<file path="src/shared/dilpc_pkg.sv">
// constants for the interrupt and low-power controller
// assumes one instruction clock; the input clock runs at twice its rate
package dilpc_pkg;
  localparam int          NUM_SRC        = 10;
  localparam int          NUM_LVL        = 11;
  localparam logic [15:0] VEC_RESET      = 16'h0000;
  localparam logic [15:0] VEC_PDOWN      = 16'h002c;
  localparam logic [15:0] VEC_FIRST      = 16'h0004;
  localparam logic [15:0] VEC_STEP       = 16'h0004;
  // source index = priority order, 0 highest
  localparam int          SRC_PROG_A     = 0;
  localparam int          SRC_LEVEL_B    = 1;
  localparam int          SRC_LEVEL_A    = 2;
  localparam int          SRC_SPA_TX     = 3;
  localparam int          SRC_SPA_RX     = 4;
  localparam int          SRC_EDGE       = 5;
  localparam int          SRC_BYTE_MEM_DMA       = 6;
  localparam int          SRC_SPB_TX     = 7;
  localparam int          SRC_SPB_RX     = 8;
  localparam int          SRC_TIMER      = 9;
  // control word fields
  localparam int          CTL_EDGE_B     = 0;
  localparam int          CTL_EDGE_A     = 1;
  localparam int          CTL_EDGE_PROG  = 2;
  localparam int          CTL_NEST       = 3;
  localparam int          CTL_W          = 4;
  localparam logic [3:0]  CTL_RESET      = 4'h0;
  localparam logic [9:0]  MASK_RESET     = 10'h000;
  localparam int          MODE_STATUS_REG_W        = 7;
  localparam int          STACK_DEPTH    = 12;
  // recovery from power-down, in input clock cycles
  localparam int          RECOVER_RUN_INPUT_CLOCK_PIN = 200;
  localparam int          RECOVER_OSC_INPUT_CLOCK_PIN = 4096;
  localparam int          INPUT_CLOCK_PIN_PER_CYCLE   = 2;
  localparam int          RECOVER_RUN_CYC   = (RECOVER_RUN_INPUT_CLOCK_PIN + INPUT_CLOCK_PIN_PER_CYCLE - 1) / INPUT_CLOCK_PIN_PER_CYCLE;
  localparam int          RECOVER_OSC_CYC   = (RECOVER_OSC_INPUT_CLOCK_PIN + INPUT_CLOCK_PIN_PER_CYCLE - 1) / INPUT_CLOCK_PIN_PER_CYCLE;
  localparam int          RECOVER_W         = 12;
  localparam int          DIV_W             = 7;
  typedef enum logic [1:0] {
    DILPC_RUN     = 2'b00,
    DILPC_IDLE    = 2'b01,
    DILPC_PDOWN   = 2'b11,
    DILPC_RECOVER = 2'b10
  } dilpc_state_t;
endpackage : dilpc_pkg

</file>
<file path="src/rtl/dilpc_req_cell.sv">
// one pending-request latch with edge or level sensing
// assumes request inputs are synchronous to sys_clk
`timescale 1ns/1ps
module dilpc_req_cell
  import dilpc_pkg::*;
(
  input  wire logic sys_clk,
  input  wire logic reset_n,
  input  wire logic clkEn,
  input  wire logic reqIn,
  input  wire logic edgeMode,
  input  wire logic setPend,
  input  wire logic clrPend,
  input  wire logic ack,
  output logic      pending
);
  logic latch_q;
  logic latch_d;
  logic reqPrev_q;
  logic reqPrev_d;

  always_comb
  begin
    reqPrev_d = reqIn;
    latch_d   = latch_q;
    if (clrPend || ack)
    begin
      latch_d = 1'b0;
    end
    // a new edge or a force beats a clear in the same cycle
    if ((edgeMode && reqIn && !reqPrev_q) || setPend)
    begin
      latch_d = 1'b1;
    end
  end

  always_ff @(posedge sys_clk or negedge reset_n)
  begin
    if (!reset_n)
    begin
      latch_q   <= 1'b0;
      reqPrev_q <= 1'b0;
    end
    else if (clkEn)
    begin
      latch_q   <= latch_d;
      reqPrev_q <= reqPrev_d;
    end
  end

  assign pending = latch_q | (!edgeMode & reqIn);
endmodule : dilpc_req_cell

</file>
<file path="src/rtl/dilpc_ctrl.sv">
// interrupt prioritiser, status stack and low-power sequencing
// assumes the sequencer pulses its strobes for one sys_clk at instruction boundaries
`timescale 1ns/1ps
module dilpc_ctrl
  import dilpc_pkg::*;
#(
  parameter int STATUS_W = 16
)
(
  input  wire logic                sys_clk,
  input  wire logic                reset_n,
  input  wire logic                clkEn,
  input  wire logic                extReqProgA_n,
  input  wire logic                extReqLevelA_n,
  input  wire logic                extReqLevelB_n,
  input  wire logic                extReqEdge_n,
  input  wire logic                serialAltReqA_n,
  input  wire logic                serialAltReqB_n,
  input  wire logic                altFlagInput,
  output logic                     altFlagOutput,
  output logic                     altFlagInputQ,
  input  wire logic                serialPortBAltMode,
  input  wire logic                altFlagOutBit,
  input  wire logic                serialATxReq,
  input  wire logic                serialARxReq,
  input  wire logic                serialBTxReq,
  input  wire logic                serialBRxReq,
  input  wire logic                byteDmaReq,
  input  wire logic                timerReq,
  input  wire logic                powerdownRequestPin_n,
  input  wire logic                maskWr,
  input  wire logic [NUM_SRC-1:0]  maskWrData,
  output logic [NUM_SRC-1:0]       intMaskReg,
  input  wire logic                ctrlWr,
  input  wire logic [CTL_W-1:0]    ctrlWrData,
  output logic [CTL_W-1:0]         intControlReg,
  input  wire logic                forceClearWr,
  input  wire logic [NUM_LVL-1:0]  forceBits,
  input  wire logic [NUM_LVL-1:0]  clearBits,
  input  wire logic                globalIntOnInstr,
  input  wire logic                globalIntOffInstr,
  output logic                     globalIntEn,
  input  wire logic                modeStatusWr,
  input  wire logic [MODE_STATUS_REG_W-1:0]  modeStatusWrData,
  output logic [MODE_STATUS_REG_W-1:0]       modeStatusReg,
  input  wire logic                instrDone,
  input  wire logic                loopPush,
  input  wire logic                stackPop,
  input  wire logic                intReturn,
  input  wire logic [STATUS_W-1:0] statusIn,
  output logic [STATUS_W-1:0]      statusTop,
  output logic                     stackEmpty,
  output logic                     stackOverflow,
  output logic                     vecValid,
  output logic [15:0]              vecAddr,
  input  wire logic                idleInstr,
  input  wire logic [1:0]          idleDivSel,
  input  wire logic                idleSlow,
  input  wire logic                powerdownInstr,
  input  wire logic                oscDisabled,
  input  wire logic                powerupContextSelect,
  output logic                     contextClear,
  output logic                     powerdownAck,
  output logic                     coreStall,
  output logic                     periphClkEn,
  input  wire logic                clockOutDisableBit,
  output logic                     cycleClockOutput
);
  if (STATUS_W < 1 || STATUS_W > 64)
  begin : g_bad_status_w
    $error("STATUS_W out of range");
  end

  logic [NUM_LVL-1:0]        reqRaw;
  logic [NUM_LVL-1:0]        edgeSel;
  logic [NUM_LVL-1:0]        pending;
  logic [NUM_LVL-1:0]        ackVec;
  logic [NUM_LVL-1:0]        eligible;
  logic [NUM_LVL-1:0]        inSvc_q, inSvc_d;
  logic [NUM_SRC-1:0]        mask_q, mask_d;
  logic [CTL_W-1:0]          ctl_q, ctl_d;
  logic [MODE_STATUS_REG_W-1:0]        mode_status_reg_q, mode_status_reg_d;
  logic                      gEn_q, gEn_d;
  logic                      mBlock_q, mBlock_d;
  logic                      resetVec_q, resetVec_d;
  logic                      vecValid_q, vecValid_d;
  logic [15:0]               vecAddr_q, vecAddr_d;
  dilpc_state_t              state_q, state_d;
  logic                      slow_q, slow_d;
  logic [1:0]                divSel_q, divSel_d;
  logic [DIV_W-1:0]          divCnt_q, divCnt_d;
  logic [RECOVER_W-1:0]      recCnt_q, recCnt_d;
  logic                      ctxClr_q, ctxClr_d;
  logic                      cycle_clock_output_q, cycle_clock_output_d;
  logic                      pdPrev_q, pdPrev_d;
  logic [STATUS_W-1:0]       stack_q [STACK_DEPTH];
  logic [STATUS_W-1:0]       stack_d [STACK_DEPTH];
  logic [3:0]                sp_q, sp_d;
  logic                      ovf_q, ovf_d;
  logic                      slowTick;
  logic                      take;
  logic                      found;
  logic [3:0]                selIdx;
  logic [3:0]                svcIdx;
  logic                      push;
  logic                      pop;
  logic [NUM_LVL-1:0]        lvlReq;
  logic [NUM_LVL-1:0]        lvlEdge;

  // source mapping; second port requests come from its pins in alternate mode
  always_comb
  begin
    reqRaw                = '0;
    edgeSel               = '1;
    reqRaw[SRC_PROG_A]    = !extReqProgA_n;
    edgeSel[SRC_PROG_A]   = ctl_q[CTL_EDGE_PROG];
    reqRaw[SRC_LEVEL_B]   = !extReqLevelB_n;
    edgeSel[SRC_LEVEL_B]  = 1'b0;
    reqRaw[SRC_LEVEL_A]   = !extReqLevelA_n;
    edgeSel[SRC_LEVEL_A]  = 1'b0;
    reqRaw[SRC_SPA_TX]    = serialATxReq;
    reqRaw[SRC_SPA_RX]    = serialARxReq;
    reqRaw[SRC_EDGE]      = !extReqEdge_n;
    reqRaw[SRC_BYTE_MEM_DMA]      = byteDmaReq;
    reqRaw[SRC_TIMER]     = timerReq;
    if (serialPortBAltMode)
    begin
      reqRaw[SRC_SPB_TX]  = !serialAltReqB_n;
      reqRaw[SRC_SPB_RX]  = !serialAltReqA_n;
      edgeSel[SRC_SPB_TX] = ctl_q[CTL_EDGE_B];
      edgeSel[SRC_SPB_RX] = ctl_q[CTL_EDGE_A];
    end
    else
    begin
      reqRaw[SRC_SPB_TX]  = serialBTxReq;
      reqRaw[SRC_SPB_RX]  = serialBRxReq;
    end
    reqRaw[NUM_SRC]       = !powerdownRequestPin_n;
  end

  // cells sit in priority order: level 0 is power-down, level i+1 is source i
  assign lvlReq  = {reqRaw[NUM_SRC-1:0], reqRaw[NUM_SRC]};
  assign lvlEdge = {edgeSel[NUM_SRC-1:0], edgeSel[NUM_SRC]};

  genvar gi;
  generate
    for (gi = 0; gi < NUM_LVL; gi++)
    begin : g_req
      dilpc_req_cell u_cell (
        .sys_clk  (sys_clk),
        .reset_n  (reset_n),
        .clkEn    (clkEn),
        .reqIn    (lvlReq[gi]),
        .edgeMode (lvlEdge[gi]),
        .setPend  (forceClearWr & forceBits[gi]),
        .clrPend  (forceClearWr & clearBits[gi]),
        .ack      (ackVec[gi]),
        .pending  (pending[gi])
      );
    end
  endgenerate

  // slow idle divider; a tick marks one slowed processor cycle
  always_comb
  begin
    slowTick = !slow_q || (divCnt_q == '0);
  end

  // priority pick: power-down (level 0 here) then sources in index order
  always_comb
  begin
    eligible = pending & {mask_q, 1'b1};
    found    = 1'b0;
    selIdx   = 4'h0;
    svcIdx   = 4'hf;
    for (int i = NUM_LVL - 1; i >= 0; i--)
    begin
      if (eligible[i])
      begin
        found  = 1'b1;
        selIdx = 4'(i);
      end
      if (inSvc_q[i])
      begin
        svcIdx = 4'(i);
      end
    end
  end

  always_comb
  begin
    take = 1'b0;
    if (found && gEn_q && !mBlock_q && !resetVec_q)
    begin
      if (ctl_q[CTL_NEST])
        take = (selIdx < svcIdx);
      else
        take = (inSvc_q == '0);
      if (state_q == DILPC_IDLE)
        take = take && slowTick;
      else if (state_q != DILPC_RUN)
        take = 1'b0;
    end
  end

  always_comb
  begin
    ackVec = '0;
    if (take)
      ackVec = NUM_LVL'(1) << selIdx;
    push = take || loopPush;
    pop  = intReturn || stackPop;
  end

  // control, state and vector next values
  always_comb
  begin
    mask_d     = maskWr ? maskWrData : mask_q;
    mBlock_d   = maskWr ? 1'b1 : (instrDone ? 1'b0 : mBlock_q);
    ctl_d      = ctrlWr ? ctrlWrData : ctl_q;
    mode_status_reg_d    = modeStatusWr ? modeStatusWrData : mode_status_reg_q;
    gEn_d      = gEn_q;
    if (globalIntOffInstr)
      gEn_d = 1'b0;
    if (globalIntOnInstr)
      gEn_d = 1'b1;
    inSvc_d    = inSvc_q | ackVec;
    if (intReturn && svcIdx != 4'hf)
      inSvc_d[svcIdx] = 1'b0;
    resetVec_d = 1'b0;
    vecValid_d = resetVec_q || take;
    vecAddr_d  = vecAddr_q;
    if (resetVec_q)
      vecAddr_d = VEC_RESET;
    else if (take)
      vecAddr_d = (selIdx == 4'h0) ? VEC_PDOWN
                                   : 16'(VEC_FIRST + VEC_STEP * 16'(selIdx - 4'h1));
    state_d    = state_q;
    slow_d     = slow_q;
    divSel_d   = divSel_q;
    recCnt_d   = recCnt_q;
    ctxClr_d   = 1'b0;
    pdPrev_d   = !powerdownRequestPin_n;
    divCnt_d   = slowTick ? (DIV_W'(16) << divSel_q) - DIV_W'(1) : divCnt_q - DIV_W'(1);
    case (state_q)
      DILPC_RUN:
      begin
        if (powerdownInstr)
          state_d = DILPC_PDOWN;
        else if (idleInstr)
        begin
          state_d  = DILPC_IDLE;
          slow_d   = idleSlow;
          divSel_d = idleDivSel;
          divCnt_d = '0;
        end
      end
      DILPC_IDLE:
      begin
        if (take)
        begin
          state_d = DILPC_RUN;
          slow_d  = 1'b0;
        end
      end
      DILPC_PDOWN:
      begin
        // a fresh pin assertion wakes the core
        if (!powerdownRequestPin_n && !pdPrev_q)
        begin
          state_d  = DILPC_RECOVER;
          recCnt_d = oscDisabled ? RECOVER_W'(RECOVER_OSC_CYC) : RECOVER_W'(RECOVER_RUN_CYC);
        end
      end
      DILPC_RECOVER:
      begin
        recCnt_d = recCnt_q - RECOVER_W'(1);
        if (recCnt_q == RECOVER_W'(1))
        begin
          state_d  = DILPC_RUN;
          ctxClr_d = powerupContextSelect;
        end
      end
      default:
        state_d = DILPC_RUN;
    endcase
    cycle_clock_output_d = slowTick ? !cycle_clock_output_q : cycle_clock_output_q;
  end

  // status stack
  always_comb
  begin
    stack_d = stack_q;
    sp_d    = sp_q;
    ovf_d   = ovf_q;
    if (push && !pop)
    begin
      if (sp_q == 4'(STACK_DEPTH))
        ovf_d = 1'b1;
      else
      begin
        stack_d[sp_q] = statusIn;
        sp_d          = sp_q + 4'h1;
      end
    end
    else if (pop && !push && sp_q != 4'h0)
      sp_d = sp_q - 4'h1;
  end

  always_ff @(posedge sys_clk or negedge reset_n)
  begin
    if (!reset_n)
    begin
      mask_q     <= MASK_RESET;
      mBlock_q   <= 1'b0;
      ctl_q      <= CTL_RESET;
      mode_status_reg_q    <= '0;
      gEn_q      <= 1'b1;
      inSvc_q    <= '0;
      resetVec_q <= 1'b1;
      vecValid_q <= 1'b0;
      vecAddr_q  <= VEC_RESET;
      state_q    <= DILPC_RUN;
      slow_q     <= 1'b0;
      divSel_q   <= 2'h0;
      divCnt_q   <= '0;
      recCnt_q   <= '0;
      ctxClr_q   <= 1'b0;
      cycle_clock_output_q   <= 1'b0;
      pdPrev_q   <= 1'b0;
      sp_q       <= 4'h0;
      ovf_q      <= 1'b0;
      for (int k = 0; k < STACK_DEPTH; k++)
        stack_q[k] <= '0;
    end
    else if (clkEn)
    begin
      mask_q     <= mask_d;
      mBlock_q   <= mBlock_d;
      ctl_q      <= ctl_d;
      mode_status_reg_q    <= mode_status_reg_d;
      gEn_q      <= gEn_d;
      inSvc_q    <= inSvc_d;
      resetVec_q <= resetVec_d;
      vecValid_q <= vecValid_d;
      vecAddr_q  <= vecAddr_d;
      state_q    <= state_d;
      slow_q     <= slow_d;
      divSel_q   <= divSel_d;
      divCnt_q   <= divCnt_d;
      recCnt_q   <= recCnt_d;
      ctxClr_q   <= ctxClr_d;
      cycle_clock_output_q   <= cycle_clock_output_d;
      pdPrev_q   <= pdPrev_d;
      sp_q       <= sp_d;
      ovf_q      <= ovf_d;
      stack_q    <= stack_d;
    end
  end

  assign intMaskReg       = mask_q;
  assign intControlReg    = ctl_q;
  assign modeStatusReg    = mode_status_reg_q;
  assign globalIntEn      = gEn_q;
  assign vecValid         = vecValid_q;
  assign vecAddr          = vecAddr_q;
  assign contextClear     = ctxClr_q;
  assign powerdownAck     = (state_q == DILPC_PDOWN);
  assign coreStall        = (state_q != DILPC_RUN);
  assign periphClkEn      = slowTick;
  assign cycleClockOutput = cycle_clock_output_q & !clockOutDisableBit;
  assign altFlagOutput    = serialPortBAltMode & altFlagOutBit;
  assign altFlagInputQ    = serialPortBAltMode & altFlagInput;
  assign statusTop        = (sp_q == 4'h0) ? '0 : stack_q[sp_q - 4'h1];
  assign stackEmpty       = (sp_q == 4'h0);
  assign stackOverflow    = ovf_q;
endmodule : dilpc_ctrl

</file>
<file path="config.mk">
export PLATFORM = sky130hd
export DESIGN_NAME = dilpc_ctrl
export DESIGN_NICKNAME = d
export VERILOG_FILES = /design/src/shared/dilpc_pkg.sv /design/src/rtl/dilpc_req_cell.sv /design/src/rtl/dilpc_ctrl.sv
export SDC_FILE = /design/constraint.sdc
export NUM_CORES = 1
export LEC_CHECK = 0
export BUFFER_PORTS_ARGS = -buffer_cell sky130_fd_sc_hd__buf_2
export CORE_MARGIN = 2
export CORE_UTILIZATION = 59
export CTS_CLUSTER_SIZE = 24
export DETAILED_ROUTE_END_ITERATION = 10
export PLACE_DENSITY = 0.77
export SYNTH_ARGS = -nofsm -noshare
export SYNTH_HDL_FRONTEND = slang
export SYNTH_SLANG_ARGS = --single-unit
export TNS_END_PERCENT = 1
</file>
<file path="constraint.sdc">
create_clock -name sys_clk -period 5.3 [get_ports sys_clk]
set_clock_uncertainty 0.1 [all_clocks]
set_input_delay 1.06 -clock sys_clk [delete_from_list [all_inputs] [get_ports sys_clk]]
set_output_delay 1.06 -clock sys_clk [all_outputs]
set_load 0.005 [all_outputs]
</file>
Word level (Yosys, flattened, before mapping)
Cells that the tools add are included.

operators by class
  add/subtract/negate cells = 7
  $lt $le $gt $ge = 6
  eq/ne operators = 13
  shifts and indexed selects = 2
  mux-type cells = 102
  bitwise gates (word level) = 41
  reduce and logical (&&, ||, !) cells = 121

operators with widths
  kind                                                 number
  bitwise mux 192 bit                                  1
  two-way mux 16 bit                                   7
  two-way mux 4 bit                                    24
  binary-select mux 16 bit (select 4 bit)              1
  demux 16 bit (select 4 bit)                          1
  two-way mux 1 bit                                    48
  AND reduction 2 bit                                  18
  nonzero test 2 bit                                   18
  bitwise AND 1 bit                                    28
  two-way mux 7 bit                                    4
  logical NOT 1 bit                                    26
  logical OR 1 bit                                     24
  two-way mux 12 bit                                   2
  case mux 12 bit (2 select lines)                     1
  bitwise AND 11 bit                                   2
  logical AND 1 bit                                    22
  two-way mux 11 bit                                   2
  two-way mux 2 bit                                    7
  subtractor 7 x 1 -> 7 bit (second input constant)    2
  == test 12 x 1 -> 1 bit (second input constant)      1
  AND reduction 3 bit                                  4
  subtractor 12 x 1 -> 12 bit (second input constant)  1
  logical NOT 11 bit                                   1
  inverter 11 bit                                      1
  32 further kinds                                     46

storage, ports and cells
  flip-flop bits (word level) = 295
  bits of input ports = 96
  output and inout bits = 64
  logic and storage cells = 342

Depth between registers and ports, before layout
  depth after elaboration = 29
  depth in mapped cells = 17
  gate-level depth less buffers = 12

By module
A second synthesis with hierarchy kept.

unflattened totals
  cells, all modules = 1170
  area total of the unflattened synthesis = 14559.0 sq um

modules (own cells, without submodules)
  module          times used  cells an instance  area each (sq um)  seq. area each (sq um)
  dilpc_ctrl      1           1082               13485.4            6658.9
  dilpc_req_cell  11          8                  97.6               50.0

Worst setup path after synthesis
Ideal clock, no wire load.

  kind = input to register
  from = input serialPortBAltMode
  to = register stack_q[70] in the netlist's numbering
  setup time = 125 ps
  arrival time = 4086 ps
  required time = 5075 ps
  path slack = 989 ps
  cell stages on the path = 15
  buffers on the path = 3
  cell sequence = buf_2 > nor3b_1 > o21ai_0 > nand4_1 > a31oi_1 > o21ai_0 > inv_1 > ha_1 > o2111ai_1 > a211oi_2 > o21bai_4 > buf_12 > nor3b_4 > buf_8 > mux2_4

on the way
  word-level cells in the longest chain between the ends = 24
  elaborated cells between the ends (all ways) = 42
  classes of those cells = order compare (1); mux (27); bitwise (5); reduce/logical (9)

ends and longest elaborated chain
  what                                                           line                                  RTL
  start: declaration                                             dilpc_ctrl.sv:22                      input wire logic serialPortBAltMode,
  two-way mux 2 bit                                              dilpc_ctrl.sv:126                     if (serialPortBAltMode)
  logical NOT 1 bit                                              dilpc_req_cell.sv:51                  assign pending = latch_q | (!edgeMode & reqIn);
  bitwise AND 1 bit                                              dilpc_req_cell.sv:51
  bitwise OR 1 bit                                               dilpc_req_cell.sv:51
  bitwise AND 11 bit *                                           dilpc_ctrl.sv:172                     eligible = pending & {mask_q, 1'b1};
  two-way mux 4 bit (10 in series)                               dilpc_ctrl.sv:178                     if (eligible[i])
  < comparator 4 bit                                             dilpc_ctrl.sv:196                     take = (selIdx < svcIdx);
  two-way mux 1 bit                                              dilpc_ctrl.sv:195                     if (ctl_q[CTL_NEST])
  two-way mux 1 bit                                              dilpc_ctrl.sv:193                     if (found && gEn_q && !mBlock_q && !resetVec_q)
  two-way mux 1 bit / logical AND 1 bit (equally long branches)  dilpc_ctrl.sv:201, dilpc_ctrl.sv:200
  two-way mux 1 bit                                              dilpc_ctrl.sv:199                     if (state_q == DILPC_IDLE)
  two-way mux 1 bit *                                            dilpc_ctrl.sv:193
  logical OR 1 bit *                                             dilpc_ctrl.sv:211                     push = take || loopPush;
  logical AND 1 bit *                                            dilpc_ctrl.sv:296                     if (push && !pop)
  AND reduction 3 bit (no source line) *                         --
  end signal: assignment                                         dilpc_ctrl.sv:357                     stack_q <= stack_d;
  end: declaration                                               dilpc_ctrl.sv:96                      logic [STATUS_W-1:0] stack_q [STACK_DEPTH];

Every way passes the cells marked *; elsewhere a longest branch is shown, timed or not. The select of a mux whose other input is x is not followed.
A chain may end at the register's enable or synchronous reset.

Worst setup path in the final report
  from = register sp_q[0]
  to = output statusTop[14]

on the way
  word-level cells in the longest chain between the ends = 6
  elaborated cells between the ends (all ways) = 7
  classes of those cells = add/sub (1); mux (4); bitwise (1); reduce/logical (1)

ends and longest elaborated chain
  what                                                    line               RTL
  start: declaration                                      dilpc_ctrl.sv:98   logic [3:0] sp_q, sp_d;
  start signal: assignment                                dilpc_ctrl.sv:355  sp_q <= sp_d;
  subtractor 4 x 1 -> 4 bit                               dilpc_ctrl.sv:374  assign statusTop = (sp_q == 4'h0) ? '0 : stack_q[sp_q - 4'h1];
  inverter 4 -> 5 bit (not written as such)               dilpc_ctrl.sv:374
  binary-select mux 16 bit (select 4 bit)                 dilpc_ctrl.sv:374
  two-way mux 16 bit (not written as such) (2 in series)  dilpc_ctrl.sv:374
  two-way mux 16 bit *                                    dilpc_ctrl.sv:374
  end: declaration                                        dilpc_ctrl.sv:51   output logic [STATUS_W-1:0] statusTop,

Marked as above.

==> impl_metrics.yaml <==
sta:
  timing.final.crit_share_pct: 87.8
  post-route-min-period_ps: 4650
  tightestPinTransition_ps: 1050
  slew_viol_final: 0
  finish_stage_setup_viols: 0
  worst_slew_margin_rel_pct: 30.1
  top_achievable_clock_speed_ghz: 0.215
  grt_setup_unrepaired: "false"
  fin_tns_setup_ps: 0
  fin_hold_ws_ps: 367
  final_hold_viol_count: 0
drt:
  drc_errors: 0
  ant_nets: 0
  drt-pass1-iter-count: 5
  number_of_drc_markers_in_iteration_0: 717
  count_of_vias_placed_by_the_detailed_router: 9530
  viasPerCell: 5.96
  drt-wirelength-per-cell_um: 20.1
  detail_route.wirelength_mm: 32.2
cts:
  worst_setup_hold_path_clk_slew_ps: 60
  cts_inserted_buffers: 30
  cts.path.max_buffers: 3
  numClockSinks: 285
  cts.repair_timing.setup_buffer_count: 0
  cts_htree_levels: 1
  worstSkewPairLatency_ps: 550
  tritoncts: "built"
  post_cts_resized: 0
  ctsHoldBuffers: 0
  cts.root.buffer_cell: "sky130_fd_sc_hd__clkbuf_16"
synth:
  synth_edf_count: 0
  syn_inst: 1125
  number_of_warnings_issued_by_yosys: 0
  synth.cell_area_um2: 14200
  netlist-cell-type-count: 73
  synth_area_per_cell_um2: 12.6
  async_reset_ff_share_pct: 100
  synth_sequential_area_ratio_pct: 50.3
  dominantRegCellSynth: "sky130_fd_sc_hd__dfrtp_1"
  yosys_register_bits: 285
floorplan:
  die_area_um2: 25300
  top_level_ports: 160
  die_h_um: 159
  floorplan.core_area_um2: 23500
  die_w_um: 159
  placement_rows: 56
  starting_density_pct: 60.3
hold_path:
  beginning_of_the_worst_hold_path: "cycle_clock_output_q$_DFFE_PN0P_"
  hold-path-endpoint: "cycle_clock_output_q$_DFFE_PN0P_"
  hp-class: "reg2reg"
  min_delay_path_depth: 1
cells_and_area:
  seq_area_um2: 7140
  instances_no_fill: 1599
  num_antenna_cells: 0
  area_growth_pct: 14.5
  multi_input_logic_area_um2: 6500
  nNetsFinal: 1371
  layout_commonest_cell: "sky130_fd_sc_hd__dfrtp_1"
  fraction_of_layout_instances_using_a_drive_strength_above_1_pct: 40.8
  fillers: 1696
  final_cell_mix: "sky130_fd_sc_hd__dfrtp_1 (282), sky130_fd_sc_hd__mux2_2 (189), sky130_fd_sc_hd__buf_2 (156)"
run_status:
  outcome: "completed"
worst_setup_path:
  critical-path-top-delay-family: "flip-flops"
  r2r_cells: 14
  r2r-start: "intControlReg[0]$_DFFE_PN0P_"
  worst_path_max_delay_cell: "sky130_fd_sc_hd__dfrtp_4"
  critical_path_peak_fanout: 32
  worst_setup_path_start_kind: "register"
  critical-path-max-stage-delay_ps: 760
  timing.critical_path.buf_inv: 3
  critical_path.reg2reg.endpoint: "stack_q[101]$_DFFE_PN0P_"
  timing.critical_path.required_ps: 4140
  setup.worst_path.end_class: "primary output"
  path_cells: "inv_1 > ha_2 > buf_12 > mux4_2 > mux2_2 > a21oi_1 > nor2_1 > buf_2"
  register_to_register_setup_slack_ps: 1220
  critical_path_class: "reg2out"
  cp_data_arrival_time_ps: 3490
global_route:
  met1_demand_to_capacity_share_in_global_routing_pct: 35.5
  grt_antenna_before_repair: 1
  global_route.usage.met3_pct: 3.96
  grt.busiest_layer: "met2"
  grt_overall_usage_pct: 25.5
  grt_start_max_net_pins: 106
  global_route.overflow_total: 0
  number_of_global_route_vias_before_repair: 9704
  global_route.usage.met2_pct: 42.5
  grt_first_pass_wirelength_mm: 52.3
power:
  power.ir.vdd_worst_v: 0.000379
  cellPowerDensity_nw_per_um2: 523
  cellLeakagePower_uw: 0.00773
flow_run:
  timing.max_cap.violations: 0
place:
  placed_wire_length_estimate_mm: 20.9
  io_buffers: 157
  gp_routability_congestion: 0.903
  dp.cells: 1547
metrics by stage:
step | total power [uW] | setup WS, ps | util [%] | cell area, um2
final | 8500 | 645 | 69.0 | 16200
after global placement | 6340 | 579 | 64.9 | 15300
after CTS | 8540 | 600 | 69.0 | 16200
after floorplan | 5560 | 989 | - | 14200
after global routing | 9000 | 384 | 69.0 | 16200
after detailed placement | 6450 | 435 | 64.9 | 15300
layout make-up:
class	instances	share of cell area, %
clock buffers	42	5.21
clock inverters	10	0.793
inverters	33	0.762
repair buffers	191	6.85
multi-input cells	719	40.0
well taps	319	2.46
flip-flops and latches	285	43.9
worst max path at each step:
| stage | startpoint | to | slack, ps | cells past startpoint |
|---|---|---|---|---|
| finish | sp_q[0]$_DFFE_PN0P_ | statusTop[14] | 650 | 8 |
| global route | sp_q[0]$_DFFE_PN0P_ | statusTop[14] | 380 | 8 |
| CTS | sp_q[0]$_DFFE_PN0P_ | statusTop[14] | 600 | 8 |
| detailed placement | serialPortBAltMode | stack_q[101]$_DFFE_PN0P_ | 430 | 15 |
| global placement | serialPortBAltMode | stack_q[101]$_DFFE_PN0P_ | 580 | 15 |
| floorplan | serialPortBAltMode | stack_q[70]$_DFFE_PN0P_ | 990 | 15 |
cell families after synthesis:
group | after synthesis | synth area share, %
adders and majority gates | 15 | 1.32
xor gates and xnor gates | 13 | 0.803
and+or+nand+nor | 249 | 9.26
AOI/OAI and AO/OA | 160 | 7.72
buffers and inverters | 122 | 4.06
muxes | 280 | 26.5
other | 1 | 0.0264
DFF | 285 | 50.3
power breakdown:
part           switching [uW]  leakage (uW)  internal, uW
Combinational            1460       0.00353          1560
Clock                     851      0.000481          1210
Sequential                524       0.00373          2900
Total                    2840       0.00773          5660
layer usage:
metal,vias up,share of wire [%]
li1,4335,-
met1,4869,43
met2,269,49
met3,55,5.3
met4,2,2.4
met5,-,0.040
cells in the mapped netlist (all sizes together) (3+ instances only):
| cell | number | area [um2] |
|---|---|---|
| a32o | 13 | 130 |
| nand3 | 13 | 82.6 |
| a31oi | 24 | 150 |
| nand4 | 14 | 163 |
| a21o | 3 | 22.5 |
| or3 | 4 | 35.0 |
| mux2 | 226 | 2620 |
| nor2 | 46 | 175 |
| nor2b | 11 | 68.8 |
| nor3 | 11 | 55.1 |
| clkbuf | 47 | 176 |
| o21ai | 37 | 185 |
| o2111ai | 5 | 61.3 |
| o21bai | 3 | 33.8 |
| a22oi | 3 | 22.5 |
| nor3b | 11 | 105 |
| mux2i | 6 | 60.1 |
| o22ai | 4 | 25.0 |
| and2 | 7 | 43.8 |
| xnor2 | 11 | 96.3 |
| ha | 15 | 188 |
| or2 | 4 | 25.0 |
| o2bb2ai | 3 | 26.3 |
| inv | 33 | 124 |
| buf | 42 | 275 |
| and3b | 3 | 26.3 |
| mux4 | 48 | 1080 |
| o22a | 4 | 35.0 |
| dfrtp | 283 | 7080 |
| nand2 | 106 | 405 |
| a21oi | 39 | 195 |
| and3 | 5 | 31.3 |
| nor4 | 8 | 50.1 |
worst reg2reg max path, cell delays in order (launching register included):
cell and delay (ps):
sky130_fd_sc_hd__dfrtp_1 420, sky130_fd_sc_hd__nor3b_1 320, sky130_fd_sc_hd__o21ai_0 160, sky130_fd_sc_hd__nand3_1 200, sky130_fd_sc_hd__nor2b_1 470, sky130_fd_sc_hd__ha_1 330
sky130_fd_sc_hd__a21oi_1 160, sky130_fd_sc_hd__nand2_1 60, sky130_fd_sc_hd__o21ai_0 140, sky130_fd_sc_hd__o2111ai_4 220, sky130_fd_sc_hd__o21bai_4 450, sky130_fd_sc_hd__buf_4 300
sky130_fd_sc_hd__nand4_4 90, sky130_fd_sc_hd__buf_4 240, sky130_fd_sc_hd__mux2_1 330
state kept, by name, indices dropped and copies added, names as in the netlist, 4 cells and up:
name                    count
divCnt_q                    7
g_req.u_cell.latch_q       11
g_req.u_cell.reqPrev_q      9
inSvc_q                    11
intControlReg               4
intMaskReg                 10
modeStatusReg               7
recCnt_q                   12
sp_q                        4
stack_q                   192
vecAddr                     6
Note: power is estimated with default switching activity, not from simulation.
